==> src/rtl/rip_pkg.sv <==
package rip_pkg;

    // ======================================================================
    // bus identity
    // ======================================================================
    localparam logic [6:0] TARGET_ADDR   = 7'h32;  // 0110010, fixed target address
    localparam int         RW_BIT_POS    = 0;      // direction bit inside the address byte
    localparam logic       RW_READ       = 1'b1;   // 65h read, 64h write

    // ======================================================================
    // register pointer layout
    // ======================================================================
    localparam int         PTR_W         = 5;      // 00..1F, bit 4 selects the bank
    localparam int         BANK_BIT_POS  = 4;
    localparam logic [4:0] PTR_RST       = 5'h00;
    localparam logic [3:0] CTRL_LOW_ADDR = 4'hF;   // control register at 0F or 1F
    localparam int         SRST_BIT_POS  = 0;      // software reset bit in control

    // ======================================================================
    // byte framing
    // ======================================================================
    localparam logic [3:0] BITS_PER_BYTE = 4'h8;
    localparam logic [3:0] CNT_RST       = 4'h0;
    localparam logic [7:0] BYTE_RST      = 8'h00;

    // ======================================================================
    // timing: shortest SCL half period the sampler has to resolve
    // ======================================================================
    localparam int SYS_PERIOD_NS  = 100;
    localparam int STD_PERIOD_NS  = 10000;  // 100 kHz
    localparam int FAST_PERIOD_NS = 2500;   // 400 kHz
    localparam int FAST_HALF_CYC  = FAST_PERIOD_NS / 2 / SYS_PERIOD_NS;  // rounds down
    localparam int STD_HALF_CYC   = STD_PERIOD_NS / 2 / SYS_PERIOD_NS;

endpackage

==> src/rtl/rip_i2c_target.sv <==
// Notes on behaviour
// Target only; controller makes SCL, START and STOP; we never drive SCL.
// Works at 100 kHz and 400 kHz bus rates.
// Acknowledges only target address 0110010, ignores any other.
// Address byte LSB is direction: 65h read, 64h write.
// First byte after write address loads the register pointer.
// Acknowledge address, register address and every written data byte; store at pointer.
// Pointer advances by one after every data byte, either direction.
// Write address, repeated START, read address: data starts at that register.
// Controller ACK requests next byte from incremented address.
// Controller ends read with NACK then STOP.
// Read without register address starts after previously accessed register.
// Pointer wraps 0F to 00 and 1F to 10.
// SDA driven open-drain only; both lines read as open-drain inputs.
// Software reset bit acts at next STOP only, then self-clears.
// STOP releases SDA and idles anywhere; any START resynchronises.
`timescale 1ns/1ps
`default_nettype none

module rip_i2c_target
    import rip_pkg::*;
(
    input  wire logic                      i_sys_clk,
    input  wire logic                      i_rst_n,
    input  wire logic                      i_scl,
    input  wire logic                      i_sda,
    output var  logic                      o_sda_o,
    output var  logic                      o_sda_oe_n,
    output var  logic [rip_pkg::PTR_W-1:0] o_reg_addr,
    output var  logic                      o_reg_wr,
    output var  logic [7:0]                o_reg_wdata,
    output var  logic                      o_reg_rd,
    input  wire logic [7:0]                i_reg_rdata,
    output var  logic                      o_soft_rst
);
    import rip_pkg::*;

    typedef enum logic [5:0] {
        ST_IDLE = 6'h01,
        ST_ADDR = 6'h02,
        ST_RX   = 6'h04,
        ST_ACK  = 6'h08,
        ST_TX   = 6'h10,
        ST_RACK = 6'h20
    } rip_state_t;

    // ======================================================================
    // pointer arithmetic
    // ======================================================================
    // bank bit is kept, only the low nibble rolls over
    function automatic logic [PTR_W-1:0] ptr_next(input logic [PTR_W-1:0] p);
        ptr_next = {p[BANK_BIT_POS], p[3:0] + 4'h1};
    endfunction

    // ======================================================================
    // line sampling and bus events
    // ======================================================================
    logic [1:0] lines_s;
    logic       scl_s;
    logic       sda_s;
    logic       scl_p_q;
    logic       sda_p_q;

    // both lines are plain open-drain inputs from another domain
    rip_sync2 #(
        .W       (2),
        .RST_VAL (2'h3)
    ) u_sync (
        .i_sys_clk (i_sys_clk),
        .i_rst_n   (i_rst_n),
        .i_d       ({i_scl, i_sda}),
        .o_q       (lines_s)
    );

    assign scl_s = lines_s[1];
    assign sda_s = lines_s[0];

    // previous synced levels for edge finding
    always_ff @(posedge i_sys_clk) begin
        if (!i_rst_n) begin
            scl_p_q <= 1'b1;
            sda_p_q <= 1'b1;
        end else begin
            scl_p_q <= scl_s;
            sda_p_q <= sda_s;
        end
    end

    logic scl_rise;
    logic scl_fall;
    logic start_ev;
    logic stop_ev;

    // both lines pass equal delay, so SDA-vs-SCL ordering is preserved
    assign scl_rise = scl_s & ~scl_p_q;
    assign scl_fall = ~scl_s & scl_p_q;
    assign start_ev = scl_s & scl_p_q & sda_p_q & ~sda_s;
    assign stop_ev  = scl_s & scl_p_q & ~sda_p_q & sda_s;

    // ======================================================================
    // byte engine
    // ======================================================================
    rip_state_t       state_q;
    logic [3:0]       cnt_q;
    logic [7:0]       rx_q;
    logic             rw_q;
    logic             first_q;
    logic [PTR_W-1:0] ptr_q;
    logic [7:0]       tx_q;
    logic [7:0]       rbuf_q;
    logic             rdreq_q;
    logic             oe_n_q;
    logic             arm_q;
    logic             byte_end;
    logic             addr_hit;

    assign byte_end = scl_fall && (cnt_q == BITS_PER_BYTE);
    assign addr_hit = (rx_q[7:1] == TARGET_ADDR);

    // state, bit count and transfer direction
    always_ff @(posedge i_sys_clk) begin
        if (!i_rst_n) begin
            state_q <= ST_IDLE;
            cnt_q   <= CNT_RST;
            rw_q    <= 1'b0;
            first_q <= 1'b0;
        end else if (start_ev) begin
            state_q <= ST_ADDR;  // start or restart resyncs
            cnt_q   <= CNT_RST;
        end else if (stop_ev) begin
            state_q <= ST_IDLE;
            cnt_q   <= CNT_RST;
        end else begin
            unique case (state_q)
                ST_IDLE: begin
                    cnt_q <= CNT_RST;
                end
                ST_ADDR: begin
                    if (scl_rise) begin
                        cnt_q <= cnt_q + 4'h1;
                    end else if (byte_end) begin
                        if (addr_hit) begin
                            state_q <= ST_ACK;
                            rw_q    <= rx_q[RW_BIT_POS];
                            first_q <= (rx_q[RW_BIT_POS] != RW_READ);
                        end else begin
                            state_q <= ST_IDLE;
                        end
                    end
                end
                ST_RX: begin
                    if (scl_rise) begin
                        cnt_q <= cnt_q + 4'h1;
                    end else if (byte_end) begin
                        state_q <= ST_ACK;
                        first_q <= 1'b0;
                    end
                end
                ST_ACK: begin
                    if (scl_fall) begin
                        state_q <= (rw_q == RW_READ) ? ST_TX : ST_RX;
                        cnt_q   <= CNT_RST;
                    end
                end
                ST_TX: begin
                    if (scl_rise) begin
                        cnt_q <= cnt_q + 4'h1;
                    end else if (byte_end) begin
                        state_q <= ST_RACK;
                    end
                end
                ST_RACK: begin
                    if (scl_rise && sda_s) begin
                        state_q <= ST_IDLE;  // controller nack ends the read
                    end else if (scl_fall) begin
                        state_q <= ST_TX;
                        cnt_q   <= CNT_RST;
                    end
                end
            endcase
        end
    end

    // receive shifter, sampled on SCL rising edges
    always_ff @(posedge i_sys_clk) begin
        if (!i_rst_n) begin
            rx_q <= BYTE_RST;
        end else if (scl_rise && (state_q == ST_ADDR || state_q == ST_RX)) begin
            rx_q <= {rx_q[6:0], sda_s};
        end
    end

    // ======================================================================
    // register pointer and register-side strobes
    // ======================================================================
    // pointer always names the next register to touch, so a read with no
    // address simply continues from it
    always_ff @(posedge i_sys_clk) begin
        if (!i_rst_n) begin
            ptr_q <= PTR_RST;
        end else if (!start_ev && !stop_ev) begin
            if (state_q == ST_RX && byte_end && first_q) begin
                ptr_q <= rx_q[PTR_W-1:0];
            end else if (o_reg_wr) begin
                ptr_q <= ptr_next(ptr_q);
            end else if (state_q == ST_RACK && scl_rise) begin
                ptr_q <= ptr_next(ptr_q);
            end
        end
    end

    // write strobe goes out one cycle after the byte ends, pointer still old
    always_ff @(posedge i_sys_clk) begin
        if (!i_rst_n) begin
            o_reg_wr    <= 1'b0;
            o_reg_wdata <= BYTE_RST;
        end else begin
            o_reg_wr    <= (state_q == ST_RX) && byte_end && !first_q && !start_ev && !stop_ev;
            o_reg_wdata <= (state_q == ST_RX && byte_end) ? rx_q : o_reg_wdata;
        end
    end

    assign o_reg_addr = ptr_q;

    // read fetch: requested at address ack or controller ack, issued a cycle
    // later so the bumped pointer is already on o_reg_addr
    always_ff @(posedge i_sys_clk) begin
        if (!i_rst_n) begin
            rdreq_q  <= 1'b0;
            o_reg_rd <= 1'b0;
        end else begin
            rdreq_q  <= !start_ev && !stop_ev &&
                        ((state_q == ST_ADDR && byte_end && addr_hit && rx_q[RW_BIT_POS] == RW_READ) ||
                         (state_q == ST_RACK && scl_rise && !sda_s));
            o_reg_rd <= rdreq_q;
        end
    end

    // read data is taken while the strobe is high; half an SCL period leaves
    // plenty of room before the byte is needed on the line
    always_ff @(posedge i_sys_clk) begin
        if (!i_rst_n) begin
            rbuf_q <= BYTE_RST;
        end else if (o_reg_rd) begin
            rbuf_q <= i_reg_rdata;
        end
    end

    // transmit shifter, loaded when the ack bit closes
    always_ff @(posedge i_sys_clk) begin
        if (!i_rst_n) begin
            tx_q <= BYTE_RST;
        end else if (scl_fall && ((state_q == ST_ACK && rw_q == RW_READ) || state_q == ST_RACK)) begin
            tx_q <= rbuf_q;
        end else if (scl_fall && state_q == ST_TX) begin
            tx_q <= {tx_q[6:0], 1'b0};
        end
    end

    // ======================================================================
    // open-drain data driver
    // ======================================================================
    assign o_sda_o = 1'b0;  // only ever pulls low

    // changes only after SCL falls, so SDA is stable while SCL is high
    always_ff @(posedge i_sys_clk) begin
        if (!i_rst_n) begin
            oe_n_q <= 1'b1;
        end else if (start_ev || stop_ev) begin
            oe_n_q <= 1'b1;
        end else if (byte_end && (state_q == ST_RX || (state_q == ST_ADDR && addr_hit))) begin
            oe_n_q <= 1'b0;  // ack
        end else if (scl_fall && ((state_q == ST_ACK && rw_q == RW_READ) || state_q == ST_RACK)) begin
            oe_n_q <= rbuf_q[7];
        end else if (scl_fall && state_q == ST_TX && !byte_end) begin
            oe_n_q <= tx_q[6];
        end else if (scl_fall) begin
            oe_n_q <= 1'b1;  // release after ack or after the last data bit
        end
    end

    assign o_sda_oe_n = oe_n_q;

    // ======================================================================
    // software reset, deferred to stop
    // ======================================================================
    // a restart leaves the arm untouched so only a true stop fires it
    always_ff @(posedge i_sys_clk) begin
        if (!i_rst_n) begin
            arm_q      <= 1'b0;
            o_soft_rst <= 1'b0;
        end else begin
            o_soft_rst <= stop_ev && arm_q;
            if (stop_ev) begin
                arm_q <= 1'b0;  // self-clears
            end else if (o_reg_wr && ptr_q[3:0] == CTRL_LOW_ADDR) begin
                arm_q <= o_reg_wdata[SRST_BIT_POS];
            end
        end
    end
endmodule

`default_nettype wire

==> src/rtl/rip_sync2.sv <==
`timescale 1ns/1ps
`default_nettype none

// two-flop synchroniser; the first stage feeds only the second stage
module rip_sync2 #(
    parameter int             W       = 2,
    parameter logic [W-1:0]   RST_VAL = '1
) (
    input  wire logic         i_sys_clk,
    input  wire logic         i_rst_n,
    input  wire logic [W-1:0] i_d,
    output var  logic [W-1:0] o_q
);

    logic [W-1:0] meta_q;

    // idle bus lines rest high, so reset to the released level
    always_ff @(posedge i_sys_clk) begin
        if (!i_rst_n) begin
            meta_q <= RST_VAL;
            o_q    <= RST_VAL;
        end else begin
            meta_q <= i_d;
            o_q    <= meta_q;
        end
    end

endmodule

`default_nettype wire

==> config.mk <==
export PLATFORM = sky130hd
export DESIGN_NAME = rip_i2c_target
export DESIGN_NICKNAME = d
export VERILOG_FILES = /design/src/rtl/rip_pkg.sv /design/src/rtl/rip_i2c_target.sv /design/src/rtl/rip_sync2.sv
export SDC_FILE = /design/constraint.sdc
export NUM_CORES = 1
export LEC_CHECK = 0
export ABC_AREA = 1
export BUFFER_PORTS_ARGS = -buffer_cell sky130_fd_sc_hd__buf_2
export CAP_MARGIN = 5
export CORE_AREA = 10 10 116 118
export CTS_BUF_LIST = sky130_fd_sc_hd__clkbuf_16
export CTS_CLUSTER_DIAMETER = 200
export DETAILED_ROUTE_END_ITERATION = 12
export DIE_AREA = 0 0 126 128
export GPL_ROUTABILITY_DRIVEN = 0
export PLACE_DENSITY = 0.46
export SETUP_SLACK_MARGIN = 0.3
export SYNTH_ARGS = -nofsm -noshare
export SYNTH_HDL_FRONTEND = slang
export SYNTH_HIERARCHICAL = 1
export SYNTH_SLANG_ARGS = --single-unit
==> constraint.sdc <==
create_clock -name i_sys_clk -period 1.77 [get_ports i_sys_clk]
set_clock_uncertainty 0.1 [all_clocks]
set_input_delay 0.177 -clock i_sys_clk [delete_from_list [all_inputs] [get_ports i_sys_clk]]
set_output_delay 0.177 -clock i_sys_clk [all_outputs]
set_load 0.01 [all_outputs]
==> flow_summary.ini <==
[logic_synthesis]
ys_warn_count = 6
syn_area_um2 = 2710
synth_top_area_frac = 0.443
syn_nets = 394
synth_top_area_cell = dfxtp_1
synth_cells = 379
synth_edf_count = 0
synth_compound_area_frac = 0.138
synth-simple-area-share = 0.316
ys_ff_latch = 60
synth_top_family_by_area = simple AND/OR/NAND/NOR gates
syn_avg_cell_area_um2 = 7.15
ys_types = 32
synthTopCellsByArea = dfxtp_1 44%, nand2_1 9.8%, nor2_1 8.0%
synth-seq-area-share = 0.443
synthArstFlopShare = 0
synth-adder-area-share = 0.0138
synth_xor_area_frac = 0.00646
yosys-mux-area-fraction = 0
synth_ff_type = dfxtp_1

[finish]
drive_gt1_frac = 0.361
final_cells = 600
antennaDiodeCount = 0
nFillCells = 1207
final_common_cell = nand2_1
final_cell_mix = 53 x nand2_1, 48 x nor2_1, 48 x dfxtp_1
syn_to_final_growth_pct = 44.9
final_nets = 469

[placement]
placed_cells_incl_taps = 562
portBuffers = 28
dp_hpwl_mm = 5.22

[routing]
ant_nets = 0
routedWlPerCell_um = 12.3
first_pass_iters = 4
routed-via-count = 2642
first_iter_violations = 94
via_per_inst = 4.40
routed_wl_mm = 7.41
drc_errors = 0

[setup_path]
critPathLaunchType = register
rr_startpoint = state_q[2]
crit_type = register to register
crit_path_max_fanout = 6
cp-end-kind = register
r2r_cells = 11
crit_arrival_ns = 1.73
required_ns = 1.93
cp-startpoint = state_q[2]

[floorplanning]
num_io_pins = 30
dieArea_um2 = 16100
num_rows = 39
core_area_um2 = 11200
die_x_um = 126
start_util = 0.242
die_y_um = 128

[clocking]
root_buffer = clkbuf_16
cts_tree = done
clk_latency_ns = 0.33
path_clk_slew_ns = 0.05
cts_sinks = 60
numCtsBuffers = 9
clock_path_buffers = 2
htreeDepth = 3

[sta]
fin_setup_tns_ns = 0
timing.final.crit_period_ns = 1.57
setup_viol = 0
period_share = 0.886
tightest_slew_ns = 0.600
finalHoldViolations = 1
max-slew-margin-rel = 0.600
holdWs_ns = -0.000442
rsz0062_at_grt = true
fmax_mhz = 638
slew_violations = 0

[power_and_ir_drop]
p_int_mw = 2.32
power_frac_comb = 0.048
p_leak_nw = 1.76
power.density_nw_per_um2 = 758
p_sw_mw = 0.656
vdd_drop_max_v = 0.000519
swShare = 0.220
pwr-share-seq = 0.458
clkPwrFrac = 0.495

[global_route]
first_global_vias = 2560
antenna_found_initial = 0
grt_pass1_wl_mm = 12.2
grt_usage = 0.0923
grt_start_max_net_pins = 34
overflow = 0

[hold_path]
holdPathStages = 3
hp-start = i_reg_rdata[5]
hp-class = input pin to register

[run]
max_cap_violations = 0

[run_status]
status = finished with violations
violations = negative hold slack
[per-layer routing]
layer / part of all wire / vias to the layer above / wire length (µm) / global-route usage
li1: - / 1373 / - / -
met1: 0.46 / 1215 / 3400 / 0.108
met2: 0.47 / 40 / 3450 / 0.146
met4: 0.018 / 0 / 131 / 0.0322
met5: 0 / - / 0 / 0
met3: 0.057 / 14 / 420 / 0.0430
[Yosys cell counts, drive strengths merged, types with 3 or more instances]
cell type  number
ha              3
nand4           4
o21ai          37
a21oi          28
clkbuf          4
dfxtp          60
nand3          35
inv            48
nor2           65
nor3            3
nand2          79
[sequential cells by signal, summed over array words and instances, names as in the netlist, 2 cells and up]
register,cells
u_sync/o_q,2
o_reg_wdata,8
rbuf_q,8
o_reg_addr,5
state_q,6
rx_q,8
tx_q,7
cnt_q,4
u_sync/meta_q,2
[power groups by stage]
| stage | Sequential (mW) | Clock, mW | Combinational (mW) |
|---|---|---|---|
| global placement | 1.39 | 0 | 0.0999 |
| finish | 1.36 | 1.47 | 0.142 |
| global route | 1.36 | 1.58 | 0.156 |
| floorplan | 1.39 | 0 | 0.0579 |
| CTS | 1.37 | 1.52 | 0.131 |
| detailed placement | 1.39 | 0 | 0.100 |
[timing repair]
action,4_1_cts,5_1_grt
buffers inserted,10,6
pin swaps,15,13
cloned,1,0
hold buffers,7,0
endpoints found under the setup margin,43,43
hold endpoints to repair,7,0
gates resized for setup,49,60
[final timing paths]
kind,end,slack [ns]
worst max-delay path,cnt_q[3],0.20
worst min-delay path,rbuf_q[5],-0.0004
worst max register to register,cnt_q[3],0.20
worst min register to register,u_sync/o_q[1],0.30
[per-stage QoR]
stage / util / worst slack [ns] / cell area (µm²) / total power, mW
2_1_floorplan: - / 0.289 / 2720 / 1.45
3_3_place_gp: 0.281 / 0.0678 / 3150 / 1.49
3_5_place_dp: 0.281 / 0.0851 / 3150 / 1.50
4_1_cts: 0.330 / 0.178 / 3700 / 3.02
5_1_grt: 0.350 / 0.0755 / 3930 / 3.10
6_report: 0.350 / 0.202 / 3930 / 2.98
[final cells by class]
cell class,instances,area (µm²),area share
clock inverters,5,21.3,0.00541
flip-flops and latches,60,1230,0.314
multi-input cells,264,1550,0.395
clock buffers,9,225,0.0573
repair buffers,69,517,0.131
well taps,143,179,0.0455
inverters,50,203,0.0516
[cells by family after synthesis]
kind of cell	count (synthesis)
other	1
DFF	60
xor gates and xnor gates	2
AOI/OAI and AO/OA	69
and+or+nand+nor	188
adders and majority gates	3
buffers and inverters	56
[worst max-delay path, stage by stage (launching register included)]
cell and delay, ns:
dfxtp_4 0.35, nor2_4 0.17, nand2_2 0.11, inv_2 0.11, nand2_4 0.08, nand2_2 0.08, nand2_2 0.06, nand2_1 0.11
nand2_4 0.08, inv_2 0.07, nand2_1 0.04, a21oi_1 0.13
Power figures use the tool's default switching activity.
